`src/pll_cal_regs_pkg.sv`:
```
package pll_cal_regs_pkg;

  // register offsets on the serial register port
  localparam logic [7:0] RES_THREE_OFFSET = 8'h26;
  localparam logic [7:0] CAP_THREE_OFFSET = 8'h27;
  localparam logic [7:0] CAL_WAIT_OFFSET = 8'h2A;
  localparam logic [7:0] CHECKSUM_OFFSET = 8'h2F;
  localparam logic [7:0] PROG_COUNT_OFFSET = 8'h30;
  localparam logic [7:0] NVM_CONTROL_OFFSET = 8'h31;
  localparam logic [7:0] UNLOCK_OFFSET = 8'h38;

  // arbitrary unlock value
  localparam logic [7:0] UNLOCK_CODE = 8'hA5;

  // field positions
  localparam int CL_SEL_LSB = 2;
  localparam int VCO_SEL_LSB = 0;
  localparam int PROG_BIT = 0;
  localparam int ERASE_BIT = 1;
  localparam int BUSY_BIT = 2;

  // values after reset, plus the count limit and the idle read value
  localparam logic [6:0] RES_RESET = 7'h00;
  localparam logic [2:0] CAP_RESET = 3'h0;
  localparam logic [1:0] CL_SEL_RESET = 2'h2;
  localparam logic [1:0] VCO_SEL_RESET = 2'h1;
  localparam logic [7:0] CHECKSUM_RESET = 8'h00;
  localparam logic [7:0] COUNT_RESET = 8'h00;
  localparam logic [7:0] COUNT_MAX = 8'hFF;
  localparam logic [7:0] READ_ZERO = 8'h00;

  // capacitor step in picofarads
  localparam logic [5:0] CAP_PF_STEP = 6'h05;

  // settling times in microseconds and the clock rate
  localparam int CLK_MHZ = 10;
  localparam int VCO_WAIT0_US = 20;
  localparam int VCO_WAIT1_US = 400;
  localparam int VCO_WAIT2_US = 4000;
  localparam int VCO_WAIT3_US = 10000;
  localparam int CL_WAIT0_US = 150;
  localparam int CL_WAIT1_US = 300;
  localparam int CL_WAIT2_US = 500;
  localparam int CL_WAIT3_US = 2000;
  localparam int VCO_WAIT0_CYC = VCO_WAIT0_US * CLK_MHZ;
  localparam int VCO_WAIT1_CYC = VCO_WAIT1_US * CLK_MHZ;
  localparam int CL_WAIT0_CYC = CL_WAIT0_US * CLK_MHZ;
  localparam int CL_WAIT1_CYC = CL_WAIT1_US * CLK_MHZ;
  localparam int WAIT_CNT_W = 17;

  // resistance in ohms for the characterised codes, zero elsewhere
  function automatic logic [11:0] res_ohms(input logic [6:0] code);
    case (code)
      7'h00: res_ohms = 12'h012;
      7'h03: res_ohms = 12'h0CD;
      7'h08: res_ohms = 12'h356;
      7'h09: res_ohms = 12'h470;
      7'h0C: res_ohms = 12'h5FF;
      7'h11: res_ohms = 12'h790;
      7'h14: res_ohms = 12'h91F;
      default: res_ohms = 12'h000;
    endcase
  endfunction

endpackage

```
`src/pll_filter_cal_nvm_status_regs.sv`:
```
`timescale 1ns/10ps
// Behaviour
// - read/write 7-bit third-resistor code in bits 6:0, resets zero, reloadable from memory.
// - third-resistor code maps to ohms: 0->18, 3->205 up to 0x14->2335.
// - read/write 3-bit third-capacitor code, resets zero, five picofarads per step.
// - closed-loop wait select bits 3:2 pick 150/300/500/2000 us, resets to 2.
// - oscillator wait select bits 1:0 pick 20/400/4000/10000 us, resets to 1.
// - read-only stored checksum byte, zero until fetched from memory.
// - program count increments after each erase/program cycle and is saved back.
// - program count reloads from memory on each fetch; a fetch wins over a cycle-done step in the same cycle.
// - program count saturates at 255; later cycles leave it unchanged.
// - cycle starts only if previous transaction wrote the correct unlock code.
module pll_filter_cal_nvm_status_regs #(
  parameter int VCO_WAIT2_CYC = pll_cal_regs_pkg::VCO_WAIT2_US * pll_cal_regs_pkg::CLK_MHZ,
  parameter int VCO_WAIT3_CYC = pll_cal_regs_pkg::VCO_WAIT3_US * pll_cal_regs_pkg::CLK_MHZ,
  parameter int CL_WAIT2_CYC = pll_cal_regs_pkg::CL_WAIT2_US * pll_cal_regs_pkg::CLK_MHZ,
  parameter int CL_WAIT3_CYC = pll_cal_regs_pkg::CL_WAIT3_US * pll_cal_regs_pkg::CLK_MHZ
) (
  // clock and reset
  input wire logic sys_clk,
  input wire logic sys_rst,
  // register port from the serial interface engine
  input wire logic reg_wr_en,
  input wire logic reg_rd_en,
  input wire logic [7:0] reg_addr,
  input wire logic [7:0] reg_wr_data,
  output logic [7:0] reg_rd_data,
  output logic reg_rd_valid,
  // values fetched from non-volatile memory
  input wire logic nvm_load,
  input wire logic [6:0] nvm_res_code,
  input wire logic [2:0] nvm_cap_code,
  input wire logic [3:0] nvm_cal_wait,
  input wire logic [7:0] nvm_checksum,
  input wire logic [7:0] nvm_count,
  // erase/program handshake
  output logic nvm_cycle_start,
  output logic nvm_erase_req,
  output logic nvm_prog_req,
  input wire logic nvm_cycle_done,
  output logic [7:0] nvm_count_save,
  output logic nvm_count_save_en,
  // calibration sequencing
  input wire logic cal_start,
  output logic vco_settling,
  output logic loop_settling,
  output logic cal_done,
  // loop filter and wait settings
  output logic [6:0] filter_res_three_code,
  output logic [11:0] filter_res_ohms,
  output logic [2:0] filter_cap_three_code,
  output logic [5:0] filter_cap_pf,
  output logic [1:0] closed_loop_settle_select,
  output logic [1:0] oscillator_settle_select
);
  generate
    if (VCO_WAIT2_CYC < 1 || VCO_WAIT3_CYC < 1 || CL_WAIT2_CYC < 1 || CL_WAIT3_CYC < 1 ||
        VCO_WAIT2_CYC > 131072 || VCO_WAIT3_CYC > 131072 ||
        CL_WAIT2_CYC > 131072 || CL_WAIT3_CYC > 131072) begin : g_bad_wait
      $error("settling counts must lie in 1..131072");
    end
  endgenerate

  typedef struct packed {
    logic [6:0] res;
    logic [11:0] ohms;
    logic [2:0] cap;
    logic [5:0] cap_pf;
    logic [1:0] cl_sel;
    logic [1:0] vco_sel;
    logic [7:0] checksum;
    logic [7:0] count;
    logic unlocked;
    logic busy;
    logic start;
    logic erase;
    logic prog;
    logic [7:0] save;
    logic save_en;
    logic [7:0] rd_data;
    logic rd_valid;
  } regs_t;

  regs_t st;
  regs_t next_st;
  logic wr_res;
  logic wr_cap;
  logic wr_cal;
  logic wr_ctrl;
  logic go;
  logic [7:0] bumped;

  assign wr_res = reg_wr_en && reg_addr == pll_cal_regs_pkg::RES_THREE_OFFSET;
  assign wr_cap = reg_wr_en && reg_addr == pll_cal_regs_pkg::CAP_THREE_OFFSET;
  assign wr_cal = reg_wr_en && reg_addr == pll_cal_regs_pkg::CAL_WAIT_OFFSET;
  assign wr_ctrl = reg_wr_en && reg_addr == pll_cal_regs_pkg::NVM_CONTROL_OFFSET;
  // a second request while busy is dropped, the array cannot take it
  assign go = wr_ctrl && st.unlocked && !st.busy &&
              (reg_wr_data[pll_cal_regs_pkg::ERASE_BIT] ||
               reg_wr_data[pll_cal_regs_pkg::PROG_BIT]);
  assign bumped = (st.count == pll_cal_regs_pkg::COUNT_MAX) ?
                  st.count : st.count + 8'h01;

  always_comb begin
    next_st = st;
    next_st.start = 1'b0;
    next_st.save_en = 1'b0;
    next_st.rd_valid = reg_rd_en;
    if (wr_res) begin
      next_st.res = reg_wr_data[6:0];
    end
    if (wr_cap) begin
      next_st.cap = reg_wr_data[2:0];
    end
    if (wr_cal) begin
      next_st.cl_sel = reg_wr_data[pll_cal_regs_pkg::CL_SEL_LSB +: 2];
      next_st.vco_sel = reg_wr_data[pll_cal_regs_pkg::VCO_SEL_LSB +: 2];
    end
    // any access after the unlock write spends it
    if (reg_wr_en || reg_rd_en) begin
      next_st.unlocked = reg_wr_en && reg_addr == pll_cal_regs_pkg::UNLOCK_OFFSET &&
                         reg_wr_data == pll_cal_regs_pkg::UNLOCK_CODE;
    end
    if (go) begin
      next_st.start = 1'b1;
      next_st.busy = 1'b1;
      next_st.erase = reg_wr_data[pll_cal_regs_pkg::ERASE_BIT];
      next_st.prog = reg_wr_data[pll_cal_regs_pkg::PROG_BIT];
    end else if (nvm_cycle_done) begin
      next_st.busy = 1'b0;
    end
    if (nvm_cycle_done) begin
      next_st.count = bumped;
      next_st.save = bumped;
      next_st.save_en = 1'b1;
    end
    // a fetch from memory overrides register writes in the same cycle
    if (nvm_load) begin
      next_st.res = nvm_res_code;
      next_st.cap = nvm_cap_code;
      next_st.cl_sel = nvm_cal_wait[pll_cal_regs_pkg::CL_SEL_LSB +: 2];
      next_st.vco_sel = nvm_cal_wait[pll_cal_regs_pkg::VCO_SEL_LSB +: 2];
      next_st.checksum = nvm_checksum;
      next_st.count = nvm_count;
    end
    next_st.ohms = pll_cal_regs_pkg::res_ohms(next_st.res);
    next_st.cap_pf = 6'(next_st.cap * pll_cal_regs_pkg::CAP_PF_STEP);
    case (reg_addr)
      pll_cal_regs_pkg::RES_THREE_OFFSET: next_st.rd_data = {1'b0, st.res};
      pll_cal_regs_pkg::CAP_THREE_OFFSET: next_st.rd_data = {5'h00, st.cap};
      pll_cal_regs_pkg::CAL_WAIT_OFFSET: next_st.rd_data = {4'h0, st.cl_sel, st.vco_sel};
      pll_cal_regs_pkg::CHECKSUM_OFFSET: next_st.rd_data = st.checksum;
      pll_cal_regs_pkg::PROG_COUNT_OFFSET: next_st.rd_data = st.count;
      pll_cal_regs_pkg::NVM_CONTROL_OFFSET: next_st.rd_data = {5'h00, st.busy, 2'h0};
      default: next_st.rd_data = pll_cal_regs_pkg::READ_ZERO;
    endcase
    if (!reg_rd_en) begin
      next_st.rd_data = pll_cal_regs_pkg::READ_ZERO;
    end
  end

  always_ff @(posedge sys_clk or posedge sys_rst) begin
    if (sys_rst) begin
      st <= '{res: pll_cal_regs_pkg::RES_RESET, ohms: 12'h012,
              cap: pll_cal_regs_pkg::CAP_RESET, cap_pf: 6'h00,
              cl_sel: pll_cal_regs_pkg::CL_SEL_RESET,
              vco_sel: pll_cal_regs_pkg::VCO_SEL_RESET,
              checksum: pll_cal_regs_pkg::CHECKSUM_RESET,
              count: pll_cal_regs_pkg::COUNT_RESET,
              unlocked: 1'b0, busy: 1'b0, start: 1'b0, erase: 1'b0, prog: 1'b0,
              save: 8'h00, save_en: 1'b0, rd_data: 8'h00, rd_valid: 1'b0};
    end else begin
      st <= next_st;
    end
  end

  assign filter_res_three_code = st.res;
  assign filter_res_ohms = st.ohms;
  assign filter_cap_three_code = st.cap;
  assign filter_cap_pf = st.cap_pf;
  assign closed_loop_settle_select = st.cl_sel;
  assign oscillator_settle_select = st.vco_sel;
  assign nvm_cycle_start = st.start;
  assign nvm_erase_req = st.erase;
  assign nvm_prog_req = st.prog;
  assign nvm_count_save = st.save;
  assign nvm_count_save_en = st.save_en;
  assign reg_rd_data = st.rd_data;
  assign reg_rd_valid = st.rd_valid;

  settle_timer #(
    .VCO_WAIT2_CYC(VCO_WAIT2_CYC),
    .VCO_WAIT3_CYC(VCO_WAIT3_CYC),
    .CL_WAIT2_CYC(CL_WAIT2_CYC),
    .CL_WAIT3_CYC(CL_WAIT3_CYC)
  ) u_settle (
    .sys_clk(sys_clk),
    .sys_rst(sys_rst),
    .cal_start(cal_start),
    .vco_sel(st.vco_sel),
    .cl_sel(st.cl_sel),
    .vco_settling(vco_settling),
    .loop_settling(loop_settling),
    .cal_done(cal_done)
  );
endmodule // pll_filter_cal_nvm_status_regs

```
`src/settle_timer.sv`:
```
`timescale 1ns/10ps
module settle_timer #(
  parameter int VCO_WAIT2_CYC = pll_cal_regs_pkg::VCO_WAIT2_US * pll_cal_regs_pkg::CLK_MHZ,
  parameter int VCO_WAIT3_CYC = pll_cal_regs_pkg::VCO_WAIT3_US * pll_cal_regs_pkg::CLK_MHZ,
  parameter int CL_WAIT2_CYC = pll_cal_regs_pkg::CL_WAIT2_US * pll_cal_regs_pkg::CLK_MHZ,
  parameter int CL_WAIT3_CYC = pll_cal_regs_pkg::CL_WAIT3_US * pll_cal_regs_pkg::CLK_MHZ
) (
  // clock and reset
  input wire logic sys_clk,
  input wire logic sys_rst,
  // control
  input wire logic cal_start,
  input wire logic [1:0] vco_sel,
  input wire logic [1:0] cl_sel,
  // status
  output logic vco_settling,
  output logic loop_settling,
  output logic cal_done
);
  localparam int CW = pll_cal_regs_pkg::WAIT_CNT_W;

  typedef enum logic [2:0] {
    IDLE = 3'b001,
    VCO_WAIT = 3'b010,
    LOOP_WAIT = 3'b100
  } phase_t;

  typedef struct packed {
    phase_t phase;
    logic [CW-1:0] cnt;
    logic done;
  } timer_t;

  timer_t st;
  timer_t next_st;
  logic [CW-1:0] vco_len;
  logic [CW-1:0] cl_len;

  always_comb begin
    case (vco_sel)
      2'h0: vco_len = CW'(pll_cal_regs_pkg::VCO_WAIT0_CYC - 1);
      2'h1: vco_len = CW'(pll_cal_regs_pkg::VCO_WAIT1_CYC - 1);
      2'h2: vco_len = CW'(VCO_WAIT2_CYC - 1);
      default: vco_len = CW'(VCO_WAIT3_CYC - 1);
    endcase
    case (cl_sel)
      2'h0: cl_len = CW'(pll_cal_regs_pkg::CL_WAIT0_CYC - 1);
      2'h1: cl_len = CW'(pll_cal_regs_pkg::CL_WAIT1_CYC - 1);
      2'h2: cl_len = CW'(CL_WAIT2_CYC - 1);
      default: cl_len = CW'(CL_WAIT3_CYC - 1);
    endcase
  end

  // oscillator wait first, then closed-loop wait
  always_comb begin
    next_st = st;
    next_st.done = 1'b0;
    case (st.phase)
      IDLE: begin
        if (cal_start) begin
          next_st.phase = VCO_WAIT;
          next_st.cnt = vco_len;
        end
      end
      VCO_WAIT: begin
        if (st.cnt == '0) begin
          next_st.phase = LOOP_WAIT;
          next_st.cnt = cl_len;
        end else begin
          next_st.cnt = st.cnt - 1'b1;
        end
      end
      LOOP_WAIT: begin
        if (st.cnt == '0) begin
          next_st.phase = IDLE;
          next_st.done = 1'b1;
        end else begin
          next_st.cnt = st.cnt - 1'b1;
        end
      end
      default: next_st.phase = IDLE;
    endcase
  end

  always_ff @(posedge sys_clk or posedge sys_rst) begin
    if (sys_rst) begin
      st <= '{phase: IDLE, cnt: '0, done: 1'b0};
    end else begin
      st <= next_st;
    end
  end

  assign vco_settling = st.phase[1];
  assign loop_settling = st.phase[2];
  assign cal_done = st.done;

  // helper count of closed-loop cycles, the wait is far too long for a plain delay
  logic [CW-1:0] loop_run;
  logic short_cl;

  always_ff @(posedge sys_clk or posedge sys_rst) begin
    if (sys_rst) begin
      loop_run <= '0;
      short_cl <= 1'b0;
    end else begin
      loop_run <= loop_settling ? loop_run + 1'b1 : '0;
      if (vco_settling) begin
        short_cl <= (cl_sel == 2'h0);
      end
    end
  end
endmodule // settle_timer

```
`config.mk`:
```
export PLATFORM = sky130hd
export DESIGN_NAME = pll_filter_cal_nvm_status_regs
export DESIGN_NICKNAME = d
export VERILOG_FILES = /design/src/pll_cal_regs_pkg.sv /design/src/pll_filter_cal_nvm_status_regs.sv /design/src/settle_timer.sv
export SDC_FILE = /design/constraint.sdc
export NUM_CORES = 1
export LEC_CHECK = 0
export BUFFER_PORTS_ARGS = -buffer_cell sky130_fd_sc_hd__buf_2
export CELL_PAD_IN_SITES_DETAIL_PLACEMENT = 1
export CELL_PAD_IN_SITES_GLOBAL_PLACEMENT = 1
export CORE_ASPECT_RATIO = 1.4
export CORE_MARGIN = 1
export CORE_UTILIZATION = 45
export DETAILED_ROUTE_END_ITERATION = 6
export PLACE_DENSITY_LB_ADDON = 0.1
export SYNTH_ARGS = -nofsm -noshare
export SYNTH_HDL_FRONTEND = slang
export SYNTH_SLANG_ARGS = --single-unit
```
`constraint.sdc`:
```
create_clock -name sys_clk -period 4 [get_ports sys_clk]
set_input_delay 0 -clock sys_clk [delete_from_list [all_inputs] [get_ports sys_clk]]
set_output_delay 0 -clock sys_clk [all_outputs]
set_load 0.02 [all_outputs]
```
==> flow_metrics.env <==
export IMPL_status="complete, no violations"
export IMPL_setup_tns_ns=0
export IMPL_dpl_cell_area_um2=5680
export IMPL_synthFlopType="dfrtp_1"
export IMPL_wl_mm=16.7
export IMPL_clock_sinks=89
export IMPL_first_global_vias=5200
export IMPL_synth_simple_gate_area_share_pct=18.5
export IMPL_hold_ws_ns=0.0112
export IMPL_syn_nets=658
export IMPL_post_route_drc_count=0
export IMPL_met2_usage_pct=52.1
export IMPL_use_met1_pct=30.6
export IMPL_slew_limit_headroom_pct=34.0
export IMPL_syn_area_um2=5360
export IMPL_grt_overflow=0
export IMPL_finalPower_mw=2.91
export IMPL_drive_gt1_share_pct=24.0
export IMPL_viasPerCell=5.75
export IMPL_power_density_nw_per_um2=462
export IMPL_post_route_period_util_pct=68.5
export IMPL_drt_initial_drc_count=190
export IMPL_wl_per_cell_um=20.3
export IMPL_fin_skew_ns=0.0116
export IMPL_p_leak_nw=2.88
export IMPL_dieArea_um2=12400
export IMPL_worst_path_max_fanout=14
export IMPL_synthMuxAreaShare_pct=5.14
export IMPL_synth_seq_cells=89
export IMPL_syn_area_per_cell_um2=9.13
export IMPL_cp_end_kind="flip-flop"
export IMPL_io_pins=109
export IMPL_cp_arrival_ns=2.92
export IMPL_ant_nets=0
export IMPL_required_ns=4.18
export IMPL_synthCells=587
export IMPL_post_route_util_pct=55.0
export IMPL_cp_start_kind="flip-flop"
export IMPL_synth_top_cell_area_share_pct=39.2
export IMPL_synthDistinctLibCells=67
export IMPL_yosys_warnings=0
export IMPL_async_flop_share_pct=100
export IMPL_slowest_delay_ns=0.49
export IMPL_grt_setup_unrepaired="no"
export IMPL_slew_violations=0
export IMPL_path_cells="or3_1, or3_1, nor2_2, buf_4, o22ai_1, inv_1, buf_4, a21o_1, o311ai_0"
export IMPL_num_rows=46
export IMPL_die_w_um=94.2
export IMPL_finalHoldViolCount=0
export IMPL_dr_pass1_iters=4
export IMPL_hp_class="input port to flip-flop"
export IMPL_yosysTopAreaCell="dfrtp_1"
export IMPL_num_vias=4722
export IMPL_crit_slowest_cell="or3_1"
export IMPL_die_h_um=131
export IMPL_grt_max_degree=57
export IMPL_start_util_pct=46.8
export IMPL_cts_max_path_buffers=2
export IMPL_core_um2=11500
export IMPL_synth_top_cells_by_area="dfrtp_1, buf_4, ha_1"
export IMPL_root_buffer="clkbuf_16"
export IMPL_ir_worst_vdd_uv=213
export IMPL_cts_max_level=3
export IMPL_synth_top_family_by_area="compound AO/OA/AOI/OAI gates"
export IMPL_gp_congestion=0.938
export IMPL_synthXorXnorAreaFrac_pct=2.13
export IMPL_grt_pass1_wl_mm=26.9
export IMPL_clk_latency_ns=0.34
export IMPL_cts_buffers=9
export IMPL_worstMarginPinSlew_ns=0.990
export IMPL_post_route_min_period_ns=2.74
export IMPL_grt_total_usage_pct=28.5
export IMPL_setup_worst_path_class="flip-flop to flip-flop"
export IMPL_post_cts_buffers=0
export IMPL_final_area_um2=6300
export IMPL_setup_violations=0
export IMPL_top_usage_layer="met2"
export IMPL_seq_area_frac_synth_pct=41.7
export IMPL_synth_edff_count=0
export IMPL_maxCapViolations=0
export IMPL_clkTransAtPathRegs_ns=0.07
export IMPL_cts_tree="done"
export IMPL_synthToLayoutAreaGrowth_pct=17.7
export IMPL_port_buffers=108
export IMPL_fmax_mhz=365
export IMPL_yosys_area_share_adder_pct=4.20
export IMPL_finalNetCount=742
export IMPL_antenna_found_initial=1
export IMPL_post_dp_hpwl_mm=12.3
export IMPL_synth_compound_area_share_pct=18.5
export IMPL_met3_usage_pct=4.22
[registers in the layout, summed over array words and instances (netlist names), 2 cells and up]
register	count
nvm_count_save	8
u_settle.st	18
filter_res_ohms	11
closed_loop_settle_select	2
reg_rd_data	8
oscillator_settle_select	2
st	18
filter_res_three_code	7
filter_cap_pf	6
[layout by cell type, fill, tap and decap left out, drive strengths merged, types with 6 or more instances in the layout]
cell | synthesis | final
dfrtp | 84 | 84
or3 | 6 | 6
nand4 | 9 | 9
a22oi | 9 | 9
o21a | 7 | 7
a21oi | 36 | 36
clkbuf | 18 | 11
mux2 | 12 | 12
inv | 15 | 15
ha | 18 | 18
o21ai | 41 | 41
mux2i | 14 | 14
nand2b | 6 | 6
nand3 | 17 | 17
nor3 | 21 | 21
xor2 | 10 | 10
o31ai | 6 | 6
nand2 | 50 | 50
a31oi | 7 | 7
buf | 57 | 117
nor2 | 57 | 57
dlygate4sd3 | 0 | 31
[layout make-up]
class                           count  area (um2)
Antenna cell                        1        2.50
Sequential cell                    89        2230
Fill cell                        1351        5150
Tap cell                          144         180
Clock inverter                      5        62.6
Timing Repair Buffer              148         918
Clock buffer                       11         253
Multi-Input combinational cell    407        2590
Inverter                           16        61.3
[per-stage QoR]
| stage | cells | setup slack, ns |
|---|---|---|
| detailed placement | 773 | 1.30 |
| CTS | 820 | 1.28 |
| global route | 821 | 1.15 |
| global placement | 773 | 1.32 |
| finish | 821 | 1.26 |
| floorplan | 587 | 1.70 |
[power by group]
group | total [mW] | leakage (nW) | internal (mW) | switching [mW]
combinational | 0.829 | 1.63 | 0.333 | 0.496
sequential | 1.19 | 1.11 | 1.03 | 0.160
clock | 0.891 | 0.148 | 0.522 | 0.369
[critical path, delay by kind of cell (launching register included)]
family	cells	cell delay, ns
AND/OR/NAND/NOR	3	1.09
AO/OA/AOI/OAI	3	0.43
buffers and inverters	3	0.62
flip-flops	1	0.43
[cells in the mapped netlist (5+ instances only)]
cell type,instances
inv_1,15
buf_2,7
dfrtp_1,84
nor3_1,20
a22o_1,5
nand2_1,50
o21a_1,7
o21ai_0,40
nand4_1,9
or3_1,6
xor2_1,10
buf_4,48
nand3_1,17
a21o_1,5
a31oi_1,6
a21oi_1,36
dfstp_2,5
o31ai_1,6
ha_1,18
mux2i_1,14
clkbuf_1,18
a22oi_1,9
mux2_2,12
nand2b_1,6
nor2_1,56
nor2b_1,5
[final timing paths]
check | start | endpoint | slack (ns) | cells past startpoint
max reg2reg | u_settle.st[7] | u_settle.st[13] | 1.26 | 9
max | u_settle.st[7] | u_settle.st[13] | 1.26 | 9
min reg2reg | nvm_prog_req | nvm_prog_req | 0.49 | 2
max in group asynchronous | sys_rst | filter_res_ohms[4] | 2.59 | 4
min in group asynchronous | sys_rst | u_settle.st[1] | 0.38 | 3
min | reg_wr_data[3] | st[22] | 0.01 | 4
[routing by layer]
layer  share of wire [%]  up-vias
met5                   0        -
li1                    -     2214
met4                 4.8        0
met3                 3.0       42
met2                  55      116
met1                  37     2350
[kinds of logic after synthesis]
logic type	count (synthesis)
buffers and inverters	91
adders and majority gates	18
DFF	89
and+or+nand+nor	200
muxes	26
xor gates and xnor gates	13
AOI/OAI and AO/OA	150
[repair_timing]
| item | CTS | global route |
|---|---|---|
| hold buffers | 31 | 0 |
| endpoints found under the setup margin | 0 | 0 |
| endpoints found under the hold margin | 82 | 0 |
| resized for setup | 0 | 0 |
No activity file was read; power rests on OpenSTA's default activity.
